==> src/eid_defs.svh <==
`ifndef EID_DEFS_SVH
`define EID_DEFS_SVH

`define EID_OFS_CFG_LOW    12'h020
`define EID_OFS_CFG_HIGH   12'h024
`define EID_OFS_CLEAR      12'h030
`define EID_OFS_NMI_CLEAR  12'h034
`define EID_OFS_STATUS     12'h040
`define EID_OFS_MASK       12'h044
`define EID_OFS_PENDING    12'h048
`define EID_RST_VAL        16'h0000
`define EID_REG_W          16
`define EID_NUM_IRQ        8
`define EID_GRP_W          4
`define EID_MODE_W         3
`define EID_EN_BIT         3
`define EID_ADDR_W         12
`define EID_RESP_OKAY      2'h0
`define EID_RESP_SLVERR    2'h2

`endif

==> src/eid_pkg.sv <==
package eid_pkg;
  typedef enum logic [2:0] {
    EID_RISE   = 3'h0,
    EID_FALL   = 3'h1,
    EID_BOTH   = 3'h2,
    EID_HIGH   = 3'h3,
    EID_LOW    = 3'h4,
    EID_FALL_B = 3'h5,
    EID_BOTH_B = 3'h6,
    EID_HIGH_B = 3'h7
  } eid_mode_e;

  typedef enum {
    EID_W_IDLE,
    EID_W_RESP
  } eid_wr_state_e;

  typedef struct packed {
    logic [15:0]   cfg_low_r;
    logic [15:0]   cfg_high_r;
    logic [15:0]   clear_r;
    logic [15:0]   nmi_clear_r;
    logic [7:0]    status_r;
    logic [7:0]    mask_r;
    logic [7:0]    sync1_r;
    logic [7:0]    sync2_r;
    logic [7:0]    prev_r;
    logic [7:0]    req_r;
    logic          aw_got_r;
    logic          w_got_r;
    logic [11:0]   awaddr_r;
    logic [31:0]   wdata_r;
    logic [3:0]    wstrb_r;
    logic          bvalid_r;
    logic [1:0]    bresp_r;
    logic          rvalid_r;
    logic [31:0]   rdata_r;
    logic [1:0]    rresp_r;
  } eid_state_s;
endpackage

==> src/eid_unit.sv <==
`timescale 1ns/100ps
`include "eid_defs.svh"

// What this block does
// - eight inputs, each configured independently
// - edge modes give one-cycle request pulse
// - level modes hold request while level present
// - always-on logic, request drives wake output
// - configuration registers at 0x20 and 0x24
// - clear registers at 0x30 and 0x34
// - all registers reset to zero
// - three-bit mode codes with aliases
// - enable bit above mode, 4-bit groups
// - clear bit per interrupt, upper reserved at 0x30; 0x34 keeps all 16 bits
module eid_unit #(
  parameter int NUM_IRQ = `EID_NUM_IRQ
) (
  input  wire logic                clk_sys,
  input  wire logic                sys_rst,
  input  wire logic [NUM_IRQ-1:0]  ext_irq_pin,
  output logic [NUM_IRQ-1:0]       core_irq_req,
  output logic                     wake_req,
  output logic                     irq,
  input  wire logic [11:0]         s_axi_awaddr,
  input  wire logic                s_axi_awvalid,
  output logic                     s_axi_awready,
  input  wire logic [31:0]         s_axi_wdata,
  input  wire logic [3:0]          s_axi_wstrb,
  input  wire logic                s_axi_wvalid,
  output logic                     s_axi_wready,
  output logic [1:0]               s_axi_bresp,
  output logic                     s_axi_bvalid,
  input  wire logic                s_axi_bready,
  input  wire logic [11:0]         s_axi_araddr,
  input  wire logic                s_axi_arvalid,
  output logic                     s_axi_arready,
  output logic [31:0]              s_axi_rdata,
  output logic [1:0]               s_axi_rresp,
  output logic                     s_axi_rvalid,
  input  wire logic                s_axi_rready
);

  eid_pkg::eid_state_s st_r;
  eid_pkg::eid_state_s st_nxt;

  logic [31:0]       cfg_all;
  logic [7:0]        det;
  logic [7:0]        clr_hit;
  logic              wr_fire;
  logic [15:0]       wmask;

  // ------------------------------------------------------------
  // detection
  // ------------------------------------------------------------
  assign cfg_all = {st_r.cfg_high_r, st_r.cfg_low_r};

  always_comb begin
    det = 8'h00;
    for (int i = 0; i < 8; i++) begin
      logic [3:0] grp;
      logic       cur;
      logic       old;
      grp = cfg_all[i*`EID_GRP_W +: `EID_GRP_W];
      cur = st_r.sync2_r[i];
      old = st_r.prev_r[i];
      if (grp[`EID_EN_BIT]) begin
        case (eid_pkg::eid_mode_e'(grp[`EID_MODE_W-1:0]))
          eid_pkg::EID_RISE:   det[i] = cur & ~old;
          eid_pkg::EID_FALL,
          eid_pkg::EID_FALL_B: det[i] = ~cur & old;
          eid_pkg::EID_BOTH,
          eid_pkg::EID_BOTH_B: det[i] = cur ^ old;
          eid_pkg::EID_HIGH,
          eid_pkg::EID_HIGH_B: det[i] = cur;
          eid_pkg::EID_LOW:    det[i] = ~cur;
          default:             det[i] = 1'b0;
        endcase
      end
    end
  end

  // ------------------------------------------------------------
  // register bus and state update
  // ------------------------------------------------------------
  assign wr_fire = st_r.aw_got_r & st_r.w_got_r & ~st_r.bvalid_r;
  assign wmask   = {{8{st_r.wstrb_r[1]}}, {8{st_r.wstrb_r[0]}}};
  // status is write-one-clear at its own address too, so software can pick either
  assign clr_hit = (wr_fire && (st_r.awaddr_r == `EID_OFS_CLEAR || st_r.awaddr_r == `EID_OFS_STATUS)) ?
                   (st_r.wdata_r[7:0] & wmask[7:0]) : 8'h00;

  always_comb begin
    st_nxt = st_r;
    // two-stage sync; stage one feeds only stage two
    st_nxt.sync1_r = ext_irq_pin;
    st_nxt.sync2_r = st_r.sync1_r;
    st_nxt.prev_r  = st_r.sync2_r;
    st_nxt.req_r   = det;
    // set beats write-one clear in the same cycle
    st_nxt.status_r = (st_r.status_r & ~clr_hit) | det;

    if (s_axi_awvalid && s_axi_awready) begin
      st_nxt.aw_got_r = 1'b1;
      st_nxt.awaddr_r = {s_axi_awaddr[11:2], 2'b00};
    end
    if (s_axi_wvalid && s_axi_wready) begin
      st_nxt.w_got_r = 1'b1;
      st_nxt.wdata_r = s_axi_wdata;
      st_nxt.wstrb_r = s_axi_wstrb;
    end

    if (wr_fire) begin
      st_nxt.aw_got_r = 1'b0;
      st_nxt.w_got_r  = 1'b0;
      st_nxt.bvalid_r = 1'b1;
      st_nxt.bresp_r  = `EID_RESP_OKAY;
      case (st_r.awaddr_r)
        `EID_OFS_CFG_LOW:
          st_nxt.cfg_low_r = (st_r.cfg_low_r & ~wmask) | (st_r.wdata_r[15:0] & wmask);
        `EID_OFS_CFG_HIGH:
          st_nxt.cfg_high_r = (st_r.cfg_high_r & ~wmask) | (st_r.wdata_r[15:0] & wmask);
        `EID_OFS_CLEAR:
          st_nxt.clear_r = {8'h00, (st_r.clear_r[7:0] & ~wmask[7:0]) | (st_r.wdata_r[7:0] & wmask[7:0])};
        `EID_OFS_NMI_CLEAR:
          st_nxt.nmi_clear_r = (st_r.nmi_clear_r & ~wmask) | (st_r.wdata_r[15:0] & wmask);
        `EID_OFS_STATUS: ;
        `EID_OFS_MASK:
          if (st_r.wstrb_r[0]) begin
            st_nxt.mask_r = st_r.wdata_r[7:0];
          end
        default:
          st_nxt.bresp_r = `EID_RESP_SLVERR;
      endcase
    end
    if (st_r.bvalid_r && s_axi_bready) begin
      st_nxt.bvalid_r = 1'b0;
    end

    if (s_axi_arvalid && s_axi_arready) begin
      st_nxt.rvalid_r = 1'b1;
      st_nxt.rresp_r  = `EID_RESP_OKAY;
      case ({s_axi_araddr[11:2], 2'b00})
        `EID_OFS_CFG_LOW:   st_nxt.rdata_r = {16'h0000, st_r.cfg_low_r};
        `EID_OFS_CFG_HIGH:  st_nxt.rdata_r = {16'h0000, st_r.cfg_high_r};
        `EID_OFS_CLEAR:     st_nxt.rdata_r = {16'h0000, st_r.clear_r};
        `EID_OFS_NMI_CLEAR: st_nxt.rdata_r = {16'h0000, st_r.nmi_clear_r};
        `EID_OFS_STATUS:    st_nxt.rdata_r = {24'h000000, st_r.status_r};
        `EID_OFS_MASK:      st_nxt.rdata_r = {24'h000000, st_r.mask_r};
        `EID_OFS_PENDING:   st_nxt.rdata_r = {24'h000000, st_r.req_r};
        default: begin
          st_nxt.rdata_r = 32'h0000_0000;
          st_nxt.rresp_r = `EID_RESP_SLVERR;
        end
      endcase
    end else if (st_r.rvalid_r && s_axi_rready) begin
      st_nxt.rvalid_r = 1'b0;
    end
  end

  always_ff @(posedge clk_sys) begin
    if (sys_rst) begin
      st_r <= '0;
    end else begin
      st_r <= st_nxt;
    end
  end

  // ------------------------------------------------------------
  // outputs
  // ------------------------------------------------------------
  assign s_axi_awready = ~st_r.aw_got_r & ~st_r.bvalid_r;
  assign s_axi_wready  = ~st_r.w_got_r & ~st_r.bvalid_r;
  assign s_axi_bvalid  = st_r.bvalid_r;
  assign s_axi_bresp   = st_r.bresp_r;
  assign s_axi_arready = ~st_r.rvalid_r;
  assign s_axi_rvalid  = st_r.rvalid_r;
  assign s_axi_rdata   = st_r.rdata_r;
  assign s_axi_rresp   = st_r.rresp_r;
  assign core_irq_req  = st_r.req_r;
  // wake is unmasked so hibernate exit needs no mask setup
  assign wake_req      = |st_r.req_r;
  assign irq           = |(st_r.status_r & st_r.mask_r);

endmodule

==> config.mk <==
export PLATFORM = sky130hd
export DESIGN_NAME = eid_unit
export DESIGN_NICKNAME = d
export VERILOG_FILES = /design/src/eid_pkg.sv /design/src/eid_unit.sv
export VERILOG_INCLUDE_DIRS = /design/src
export SDC_FILE = /design/constraint.sdc
export NUM_CORES = 1
export LEC_CHECK = 0
export BUFFER_PORTS_ARGS = -buffer_cell sky130_fd_sc_hd__buf_2
export CORE_MARGIN = 2
export CORE_UTILIZATION = 30
export CTS_CLUSTER_SIZE = 25
export DETAILED_ROUTE_END_ITERATION = 10
export GPL_ROUTABILITY_DRIVEN = 0
export GPL_TIMING_DRIVEN = 1
export MAX_ROUTING_LAYER = met4
export RECOVER_POWER = 50
export SKIP_LAST_GASP = 1
export SYNTH_ARGS = -nofsm -noshare
export SYNTH_HDL_FRONTEND = slang
export SYNTH_SLANG_ARGS = --single-unit
==> constraint.sdc <==
create_clock -name clk_sys -period 1.89 [get_ports clk_sys]
set_clock_uncertainty 0.1 [all_clocks]
set_input_delay 0.378 -clock clk_sys [delete_from_list [all_inputs] [get_ports clk_sys]]
set_output_delay 0.378 -clock clk_sys [all_outputs]
set_load 0.05 [all_outputs]
==> summary.md, run 1 <==
| Metric | Value |
|---|---|
| CTS max path bufs | 2 |
| Uppermost layer routed | met4 |
| Overall power | 7.71 mW |
| Complex-gate fraction of the synthesized area | 16.3% |
| Post-CTS Hold Buffers | 0 |
| Final setup vio count | 0 |
| Outcome | finished, final reports clean |
| Met2 WL | 7720 µm |
| Min cycle time layout | 1880 ps |
| Initial antenna violation count | 0 |
| Ant diodes | 0 |
| Synthesized area per cell | 8.79 µm² |
| Clock latency on the worst-skew pair | 430 ps |
| Leakage power | 3.35 nW |
| CTS Sinks | 154 |
| WP data arrival | 2140 ps |
| CP endpoint kind | flip-flop |
| Total number of vias | 5952 |
| H-tree levels | 4 |
| Core area | 23500 µm² |
| Largest family of logic cells by synthesized area | simple AND/OR/NAND/NOR gates |
| M1 WL | 9350 µm |
| Area grow syn2layout | 21.3% |
| Ports | 126 |
| Main synth FF type | dfxtp_1 |
| Clock Pin Slew Worst Setup and Hold Paths | 60 ps |
| Max frequency | 0.533 GHz |
| WHS Path Cells | 2 |
| Routed WL | 18500 µm |
| Simple-Gate Fraction of Synth Area | 17.6% |
| Number of global-route vias before repair | 5510 |
| Post-DRT Antenna Nets | 0 |
| RSZ-0062 raised after global routing | true |
| Crit Path Category | reg2reg |
| Worst hold path class | in2reg |
| CP max stage cell | or3_4 |
| Finished Core Util | 37.2% |
| Clk Tree Root Cell | clkbuf_16 |
| CTS tree | yes |
| Post-synthesis adder-cell area fraction | 5.54% |
| Total global-route track usage | 15.2% |
| Metal3 WL | 1140 µm |
| Hold Crit Start | s_axi_rready |
| Mux cell area share after synthesis | 8.73% |
| Reg2reg path depth | 6 |
| Synth top cells by count | dfxtp_1 (154), nand2_1 (117), a21oi_1 (77) |
| Die Y | 159 µm |
| Post-synth ARST share | 0% |
| IO buf count | 85 |
| Synth Cell Area | 7230 µm² |
| Worst IR Drop VDD | 0.487 mV |
| First-pass GRT wire length | 29800 µm |
| Sequential fraction of the synthesis area | 42.7% |
| Netlist cell types | 48 |
| Period utilisation layout | 99.3% |
| Slew @ Worst Pin | 875 ps |
| Yosys top cell area share | 42.7% |
| Worst Hold Path EP | s_axi_rvalid$_SDFFE_PP0P_ |
| Ranking of synthesized cells by area | dfxtp_1 (43%), nand2_1 (6.1%), ha_1 (5.5%) |
| Iteration-0 DRC count of the detailed router | 377 |
| Die width | 159 µm |
| Share of cells above drive strength 1 | 20.7% |
| DP Area | 8070 µm² |
| Seq cells post-synth | 154 |
| Starting density of the core | 30.7% |
| TritonCTS Buffers | 17 |
| YS warnings | 0 |
| Max incr delay on CP | 390 ps |
| Crit-path cells | or3_4 -> or3_4 -> buf_12 -> nor3_4 -> buf_12 -> mux2i_1 |
| Post-synth top area cell | dfxtp_1 |
| Final hold violations | 0 |
| Overall die area | 25300 µm² |
| Pwr Density | 879 nW/µm² |
| Residual DRC | 0 |
| Final instance area | 8760 µm² |
| Post-Synthesis Cells | 822 |
| Count leader, synth | dfxtp_1 |
| Drt first pass iters | 4 |
| Final slew viol count | 0 |
| Wire per inst | 14.9 µm |
| Slew HR | 41.7% |
| Largest net degree at the start of global routing | 50 |
| Row Count | 56 |
| DP Wirelength | 13300 µm |
| Final nets | 1013 |
| Crit path max fanout | 8 |
| Worst r2r src | st_r[83]$_SDFFE_PP0P_ |
| Total congestion overflow | 0 |
| Reg2reg setup slack | 10 ps |
| CP Data Required Time | 2150 ps |
| Setup_tns | 0 ps |
| Post-synth EDFFs | 0 |
| Total of max-cap violations | 0 |
| Worst setup SP type | flip-flop |
| Xor and xnor area share after synthesis | 0% |
| Vias per cell | 4.81 |
final cells by class:
cell class,instances,area [µm²]
multi-input combinational,558,3590
tap,319,399
timing repair buffer,140,922
clock buffer,18,439
inverter,35,131
sequential,154,3090
fill,2417,14800
clock inverter,14,194
worst max-delay path: cells and delay by family, from the launching register on:
family / cells / cell delay, ps
simple gates: 3 / 890
flops: 1 / 320
buf+inv: 2 / 320
mux: 1 / 170
stage by stage:
stage	std cells	setup slack, ps	hold slack (ps)
2_1_floorplan	839	-112	314
4_1_cts	1238	-0.492	18.0
5_1_grt	1238	-51.9	24.7
3_3_place_gp	1202	-52.0	315
3_5_place_dp	1202	-83.5	326
6_report	1238	13.9	37.8
repair_timing:
action,CTS,global route
cloned,0,0
hold endpoints to repair,0,0
setup buffers,4,0
endpoints found under the setup margin,11,33
gates resized for setup,5,25
kinds of logic (layout without fill, tap and decap cells):
group	count (synthesis)	after routing
adder cells (fa/ha/maj)	32	32
flip-flops	154	154
multiplexers	52	52
AO/OA/AOI/OAI	192	192
AND/OR/NAND/NOR	264	264
other	1	18
buffers and inverters	127	207
where the power goes:
part	switching (mW)	leakage (nW)	internal (mW)	total (mW)
combinational	0.418	1.80	0.226	0.643
sequential	0.0685	1.25	3.32	3.38
clock	1.43	0.307	2.25	3.68
total	1.91	3.35	5.79	7.71
layout by cell type, fill, tap and decap left out, types with 32 or more instances in the layout:
cell	instances
mux2i_1	36
nand3_1	41
buf_4	46
ha_1	32
dfxtp_1	152
a21oi_1	75
nand2_1	117
buf_2	62
inv_1	35
o21ai_0	40
how the worst max path moves through the flow:
stage | start | to | slack, ps | cells after the start
floorplan | s_axi_bvalid$_SDFFE_PP0P_ | st_r[39]$_SDFFE_PP0P_ | -110 | 6
global placement | s_axi_araddr[4] | s_axi_rdata[9]$_SDFFE_PP0P_ | -50 | 6
detailed placement | s_axi_araddr[4] | s_axi_rdata[12]$_SDFFE_PP0P_ | -80 | 6
CTS | st_r[83]$_SDFFE_PP0P_ | flip-flop | -0.5 | 5
global route | st_r[83]$_SDFFE_PP0P_ | flip-flop | -50 | 6
finish | st_r[83]$_SDFFE_PP0P_ | flip-flop | 10 | 6
per-layer routing:
| metal | vias to the layer above | track usage (%) |
|---|---|---|
| li1 | 2975 | - |
| met4 | 0 | 5.08 |
| met3 | 22 | 3.36 |
| met5 | - | - |
| met1 | 2776 | 21.4 |
| met2 | 179 | 21.5 |
(Power assumes the default switching activity.)
==> inputs of run 2 (changes only) <==
--- a/config.mk
+++ b/config.mk
@@ -6,7 +6,9 @@
 export SDC_FILE = /design/constraint.sdc
 export NUM_CORES = 1
 export LEC_CHECK = 0
-export BUFFER_PORTS_ARGS = -buffer_cell sky130_fd_sc_hd__buf_2
+export BUFFER_PORTS_ARGS = -buffer_cell sky130_fd_sc_hd__buf_4
+export CELL_PAD_IN_SITES_DETAIL_PLACEMENT = 1
+export CELL_PAD_IN_SITES_GLOBAL_PLACEMENT = 1
 export CORE_MARGIN = 2
 export CORE_UTILIZATION = 30
 export CTS_CLUSTER_SIZE = 25
@@ -14,6 +16,7 @@
 export GPL_ROUTABILITY_DRIVEN = 0
 export GPL_TIMING_DRIVEN = 1
 export MAX_ROUTING_LAYER = met4
+export PLACE_DENSITY_LB_ADDON = 0.1
 export RECOVER_POWER = 50
 export SKIP_LAST_GASP = 1
 export SYNTH_ARGS = -nofsm -noshare
==> run 2 against run 1 <==
The run now ends with negative setup slack left. Largest power group is now sequential cells. Clock-buffer cell count up 5. Critical path depth down 1. Via count up 0.47%.
==> summary.md, run 2 (synthesis results as in run 1) <==
| Metric | Value |
|---|---|
| Slew @ Worst Pin | 980 ps |
| CTS Sinks | 154 |
| Ports | 126 |
| Overall die area | 25300 µm² |
| Fillers | 2763 |
| Total number of vias | 5980 |
| Final hold violations | 0 |
| Crit path max fanout | 6 |
| CP endpoint kind | flip-flop |
| Post-Layout Cell Count | 1227 |
| WHS Path Cells | 2 |
| Leakage power | 3.36 nW |
| Total of max-cap violations | 0 |
| Commonest non-fill, non-tap cell in the layout | dfxtp_1 |
| Overall power | 7.44 mW |
| Worst hold path class | in2reg |
| Hold Crit Start | s_axi_rready |
| Total global-route track usage | 17.9% |
| Clock Pin Slew Worst Setup and Hold Paths | 60 ps |
| Most frequent cells in the layout | dfxtp_1 (152), nand2_1 (117), buf_4 (99) |
| Clk Tree Root Cell | clkbuf_16 |
| Worst IR Drop VDD | 0.411 mV |
| Final Worst Setup Slack | -55.7 ps |
| Worst setup SP type | flip-flop |
| Share of cells above drive strength 1 | 20.8% |
| Min cycle time layout | 1950 ps |
| First-pass GRT wire length | 35000 µm |
| H-tree levels | 4 |
| Vias per cell | 4.87 |
| Register area | 3090 µm² |
| Wire per inst | 17.7 µm |
| Multi-input gate area | 3620 µm² |
| Pwr Density | 845 nW/µm² |
| Crit Path Category | reg2reg |
| Ant diodes | 0 |
| RSZ-0062 raised after global routing | true |
| Routed WL | 21700 µm |
| Clock share of power | 45.6% |
| Worst r2r src | st_r[83]$_SDFFE_PP0P_ |
| Residual DRC | 0 |
| Area grow syn2layout | 21.9% |
| DP Wirelength | 15600 µm |
| Reg2reg setup slack | -60 ps |
| Period utilisation layout | 103% |
| Psw | 1.82 mW |
| IO buf count | 85 |
| CTS tree | yes |
| Worst Hold Path EP | s_axi_rvalid$_SDFFE_PP0P_ |
| Clock latency on the worst-skew pair | 420 ps |
| Iteration-0 DRC count of the detailed router | 285 |
| Row Count | 56 |
| Reg2reg path depth | 5 |
| Initial antenna violation count | 0 |
| Outcome | finished with violations |
| Drt first pass iters | 5 |
| P_int | 5.62 mW |
| Dpl cells | 1195 |
| Switching part of the total | 24.5% |
| Largest net degree at the start of global routing | 82 |
| CTS max path bufs | 2 |
| Max frequency | 0.514 GHz |
| Die Y | 159 µm |
| Logic pwr share | 8.8% |
| Slew HR | 34.6% |
| Flop pwr share | 45.6% |
| Failing checks | negative setup slack |
| WP data arrival | 2140 ps |
| Die width | 159 µm |
| Post-DRT Antenna Nets | 0 |
| Starting density of the core | 30.7% |
| Core area | 23500 µm² |
| Final setup vio count | 6 |
| CP Data Required Time | 2080 ps |
| Final nets | 1004 |
| Final slew viol count | 0 |
| TritonCTS Buffers | 17 |
| Number of global-route vias before repair | 6234 |
| Total congestion overflow | 0 |
-- run 2: power by group through the flow --
| stage | sequential [mW] | combinational [mW] | clock (mW) |
|---|---|---|---|
| detailed placement | 3.47 | 0.655 | 0 |
| floorplan | 3.44 | 0.423 | 0 |
| CTS | 3.39 | 0.660 | 3.48 |
| global route | 3.40 | 0.713 | 3.66 |
| finish | 3.39 | 0.651 | 3.39 |
| global placement | 3.46 | 0.638 | 0 |
-- run 2: how the worst max path moves through the flow --
stage                                    startpoint  cells after the start               endpoint
after CTS                     st_r[83]$_SDFFE_PP0P_                      6              flip-flop
final                         st_r[83]$_SDFFE_PP0P_                      5              flip-flop
after floorplan           s_axi_bvalid$_SDFFE_PP0P_                      6  st_r[39]$_SDFFE_PP0P_
after global routing          st_r[83]$_SDFFE_PP0P_                      6              flip-flop
after detailed placement      st_r[83]$_SDFFE_PP0P_                      6              flip-flop
after global placement        st_r[83]$_SDFFE_PP0P_                      6              flip-flop
-- run 2: metal layers --
| metal | global-route usage, % | routed length (µm) |
|---|---|---|
| met5 | - | 0 |
| met4 | 5.08 | 125 |
| met3 | 3.07 | 1090 |
| met2 | 27.7 | 10000 |
| met1 | 24.0 | 10500 |
-- run 2: critical path: stages (launching register included) --
cell and delay, ps:
dfxtp_2 320, or3_4 380, or3_4 350, or3_1 370
buf_6 160, mux2i_2 150
-- run 2: metrics by stage --
| stage | instance area [µm²] | setup slack, ps | hold WS [ps] | setup TNS (ps) | util [%] |
|---|---|---|---|---|---|
| final | 8810 | -55.7 | 51.2 | -127 | 37.4 |
| after global routing | 8810 | -74.4 | 38.3 | -1210 | 37.4 |
| after CTS | 8810 | -33.0 | 32.0 | -122 | 37.4 |
| after detailed placement | 8200 | -83.0 | 332 | -468 | 34.8 |
| after global placement | 8200 | -27.4 | 317 | -49.8 | 34.8 |
| after floorplan | 7300 | -112 | 314 | -2470 | - |
-- run 2: layout make-up --
cell class | instances | share of cell area, %
clock buffers | 23 | 5.54
well taps | 319 | 4.53
repair buffers | 131 | 11.2
multi-input cells | 558 | 41.1
flip-flops and latches | 154 | 35.0
inverters | 35 | 1.49
clock inverters | 7 | 1.04
-- run 2: repair_timing --
item	CTS	global route
setup buffers	0	2
gates resized for setup	6	17
pin swaps	0	4
endpoints found under the setup margin	12	28
hold buffers	0	0
==> inputs of run 3 (changes only) <==
--- a/config.mk
+++ b/config.mk
@@ -10,7 +10,7 @@
 export CELL_PAD_IN_SITES_DETAIL_PLACEMENT = 1
 export CELL_PAD_IN_SITES_GLOBAL_PLACEMENT = 1
 export CORE_MARGIN = 2
-export CORE_UTILIZATION = 30
+export CORE_UTILIZATION = 35
 export CTS_CLUSTER_SIZE = 25
 export DETAILED_ROUTE_END_ITERATION = 10
 export GPL_ROUTABILITY_DRIVEN = 0
==> run 3 against run 2 <==
The run now ends clean. Cell count down 4.0%. Hold slack worse by 13 ps. First-iteration DRC count down 7.4%. Clock-buffer cell count down 5. Largest cell class unchanged.
==> summary.md, run 3 (synthesis results as in run 1) <==
| Metric | Value |
|---|---|
| Outcome | finished, final reports clean |
| CTS Sinks | 154 |
| Dpl cells | 1143 |
| Total number of vias | 6012 |
| Slew HR | 34.4% |
| Total of max-cap violations | 0 |
| Total global-route track usage | 20.0% |
| Pwr Density | 896 nW/µm² |
| Final nets | 1003 |
| Ports | 126 |
| Overall power | 7.91 mW |
| Post-CTS Hold Buffers | 0 |
| Starting density of the core | 35.7% |
| Clock Pin Slew Worst Setup and Hold Paths | 60 ps |
| DP Area | 8120 µm² |
| Max incr delay on CP | 380 ps |
| Ant diodes | 0 |
| CP Data Required Time | 2090 ps |
| Final Worst Setup Slack | 4.73 ps |
| H-tree levels | 4 |
| Clock latency on the worst-skew pair | 420 ps |
| Total congestion overflow | 0 |
| Number of global-route vias before repair | 6130 |
| Initial antenna violation count | 0 |
| Worst IR Drop VDD | 0.625 mV |
| CP endpoint kind | flip-flop |
| Vias per cell | 5.10 |
| Slew @ Worst Pin | 984 ps |
| Drt first pass iters | 6 |
| CP max stage cell | or3_4 |
| Reg2reg setup slack | 5 ps |
| First-pass GRT wire length | 33100 µm |
| Die width | 148 µm |
| Crit path max fanout | 6 |
| Leakage power | 3.38 nW |
| Commonest non-fill, non-tap cell in the layout | dfxtp_1 |
| Setup WS pre-CTS | -68.6 ps |
| TritonCTS Buffers | 17 |
| Iteration-0 DRC count of the detailed router | 264 |
| Post-DRT Antenna Nets | 0 |
| CTS tree | yes |
| WP data arrival | 2090 ps |
| Min cycle time layout | 1890 ps |
| Post-Layout Cell Count | 1178 |
| Worst setup SP type | flip-flop |
| Routed WL | 20700 µm |
| CTS max path bufs | 2 |
| Most used cell, CP | or3_4 |
| Worst path bufs/invs | 1 |
| Final instance area | 8820 µm² |
| RSZ-0062 raised after global routing | true |
| Period utilisation layout | 99.7% |
| Overall die area | 21800 µm² |
| Residual DRC | 0 |
| CP delay by family, top | simple AND/OR/NAND/NOR gates |
| Final hold violations | 0 |
| Final setup vio count | 0 |
| Wire per inst | 17.5 µm |
| Clk Tree Root Cell | clkbuf_16 |
| Area grow syn2layout | 22.1% |
| Crit-path cells | or3_4 -> or3_4 -> or3_4 -> buf_6 -> mux2i_1 |
| Max frequency | 0.530 GHz |
| IO buf count | 85 |
| Die Y | 148 µm |
| Worst hold path class | in2reg |
| Final slew viol count | 0 |
| Largest net degree at the start of global routing | 49 |
| Fillers | 2350 |
| Most frequent cells in the layout | dfxtp_1 (151), nand2_1 (117), buf_4 (94) |
| Crit Path Category | reg2reg |
| Row Count | 52 |
| Core area | 20200 µm² |
| DP Wirelength | 14700 µm |
| Share of cells above drive strength 1 | 20.6% |
-- run 3: final timing paths --
kind                                             start                   endpoint  cells past startpoint
worst min register to register  st_nxt[106]$_SDFF_PP0_      st_nxt[98]$_SDFF_PP0_                      1
worst max-delay path             st_r[83]$_SDFFE_PP0P_                  flip-flop                      5
worst min-delay path                      s_axi_rready  s_axi_rvalid$_SDFFE_PP0P_                      2
worst max register to register   st_r[83]$_SDFFE_PP0P_                  flip-flop                      5
-- run 3: layer usage --
metal	share of wire (%)	global-route usage, %	up-vias
met5	0	-	-
met1	47	26.9	2896
li1	-	-	2951
met2	45	31.0	147
met4	1.3	5.77	0
met3	6.2	3.49	18
-- run 3: power breakdown --
group	internal (mW)	switching, mW	leakage [nW]
logic	0.243	0.428	1.81
clock network	2.49	1.35	0.322
registers	3.32	0.0717	1.25
total	6.05	1.85	3.38
-- run 3: layout make-up --
type,count,area (µm²),share of cell area (%)
flip-flops and latches,154,3090,35.0
repair buffers,130,992,11.2
well taps,270,338,3.83
multi-input cells,558,3610,40.9
clock inverters,13,224,2.54
inverters,35,131,1.49
clock buffers,18,439,4.98
-- run 3: worst register-to-register path, stage by stage, from the launching register on --
cell and delay [ps]:
dfxtp_2 320, or3_4 380, or3_4 350, or3_4 330
buf_6 150, mux2i_1 130
-- run 3: what timing repair did --
action	in CTS	in global routing
setup buffers	2	1
pin swaps	3	4
resized for setup	7	25
endpoints found under the hold margin	0	0
endpoints found under the setup margin	11	56
gates cloned	0	1
-- run 3: metrics by stage --
stage | setup TNS (ps) | hold WS, ps | utilization, %
2_1_floorplan | -2470 | 314 | -
3_3_place_gp | -47.6 | 317 | 40.1
3_5_place_dp | -376 | 327 | 40.1
4_1_cts | -121 | 20.8 | 43.6
5_1_grt | -674 | 33.1 | 43.6
6_report | 0 | 37.7 | 43.6
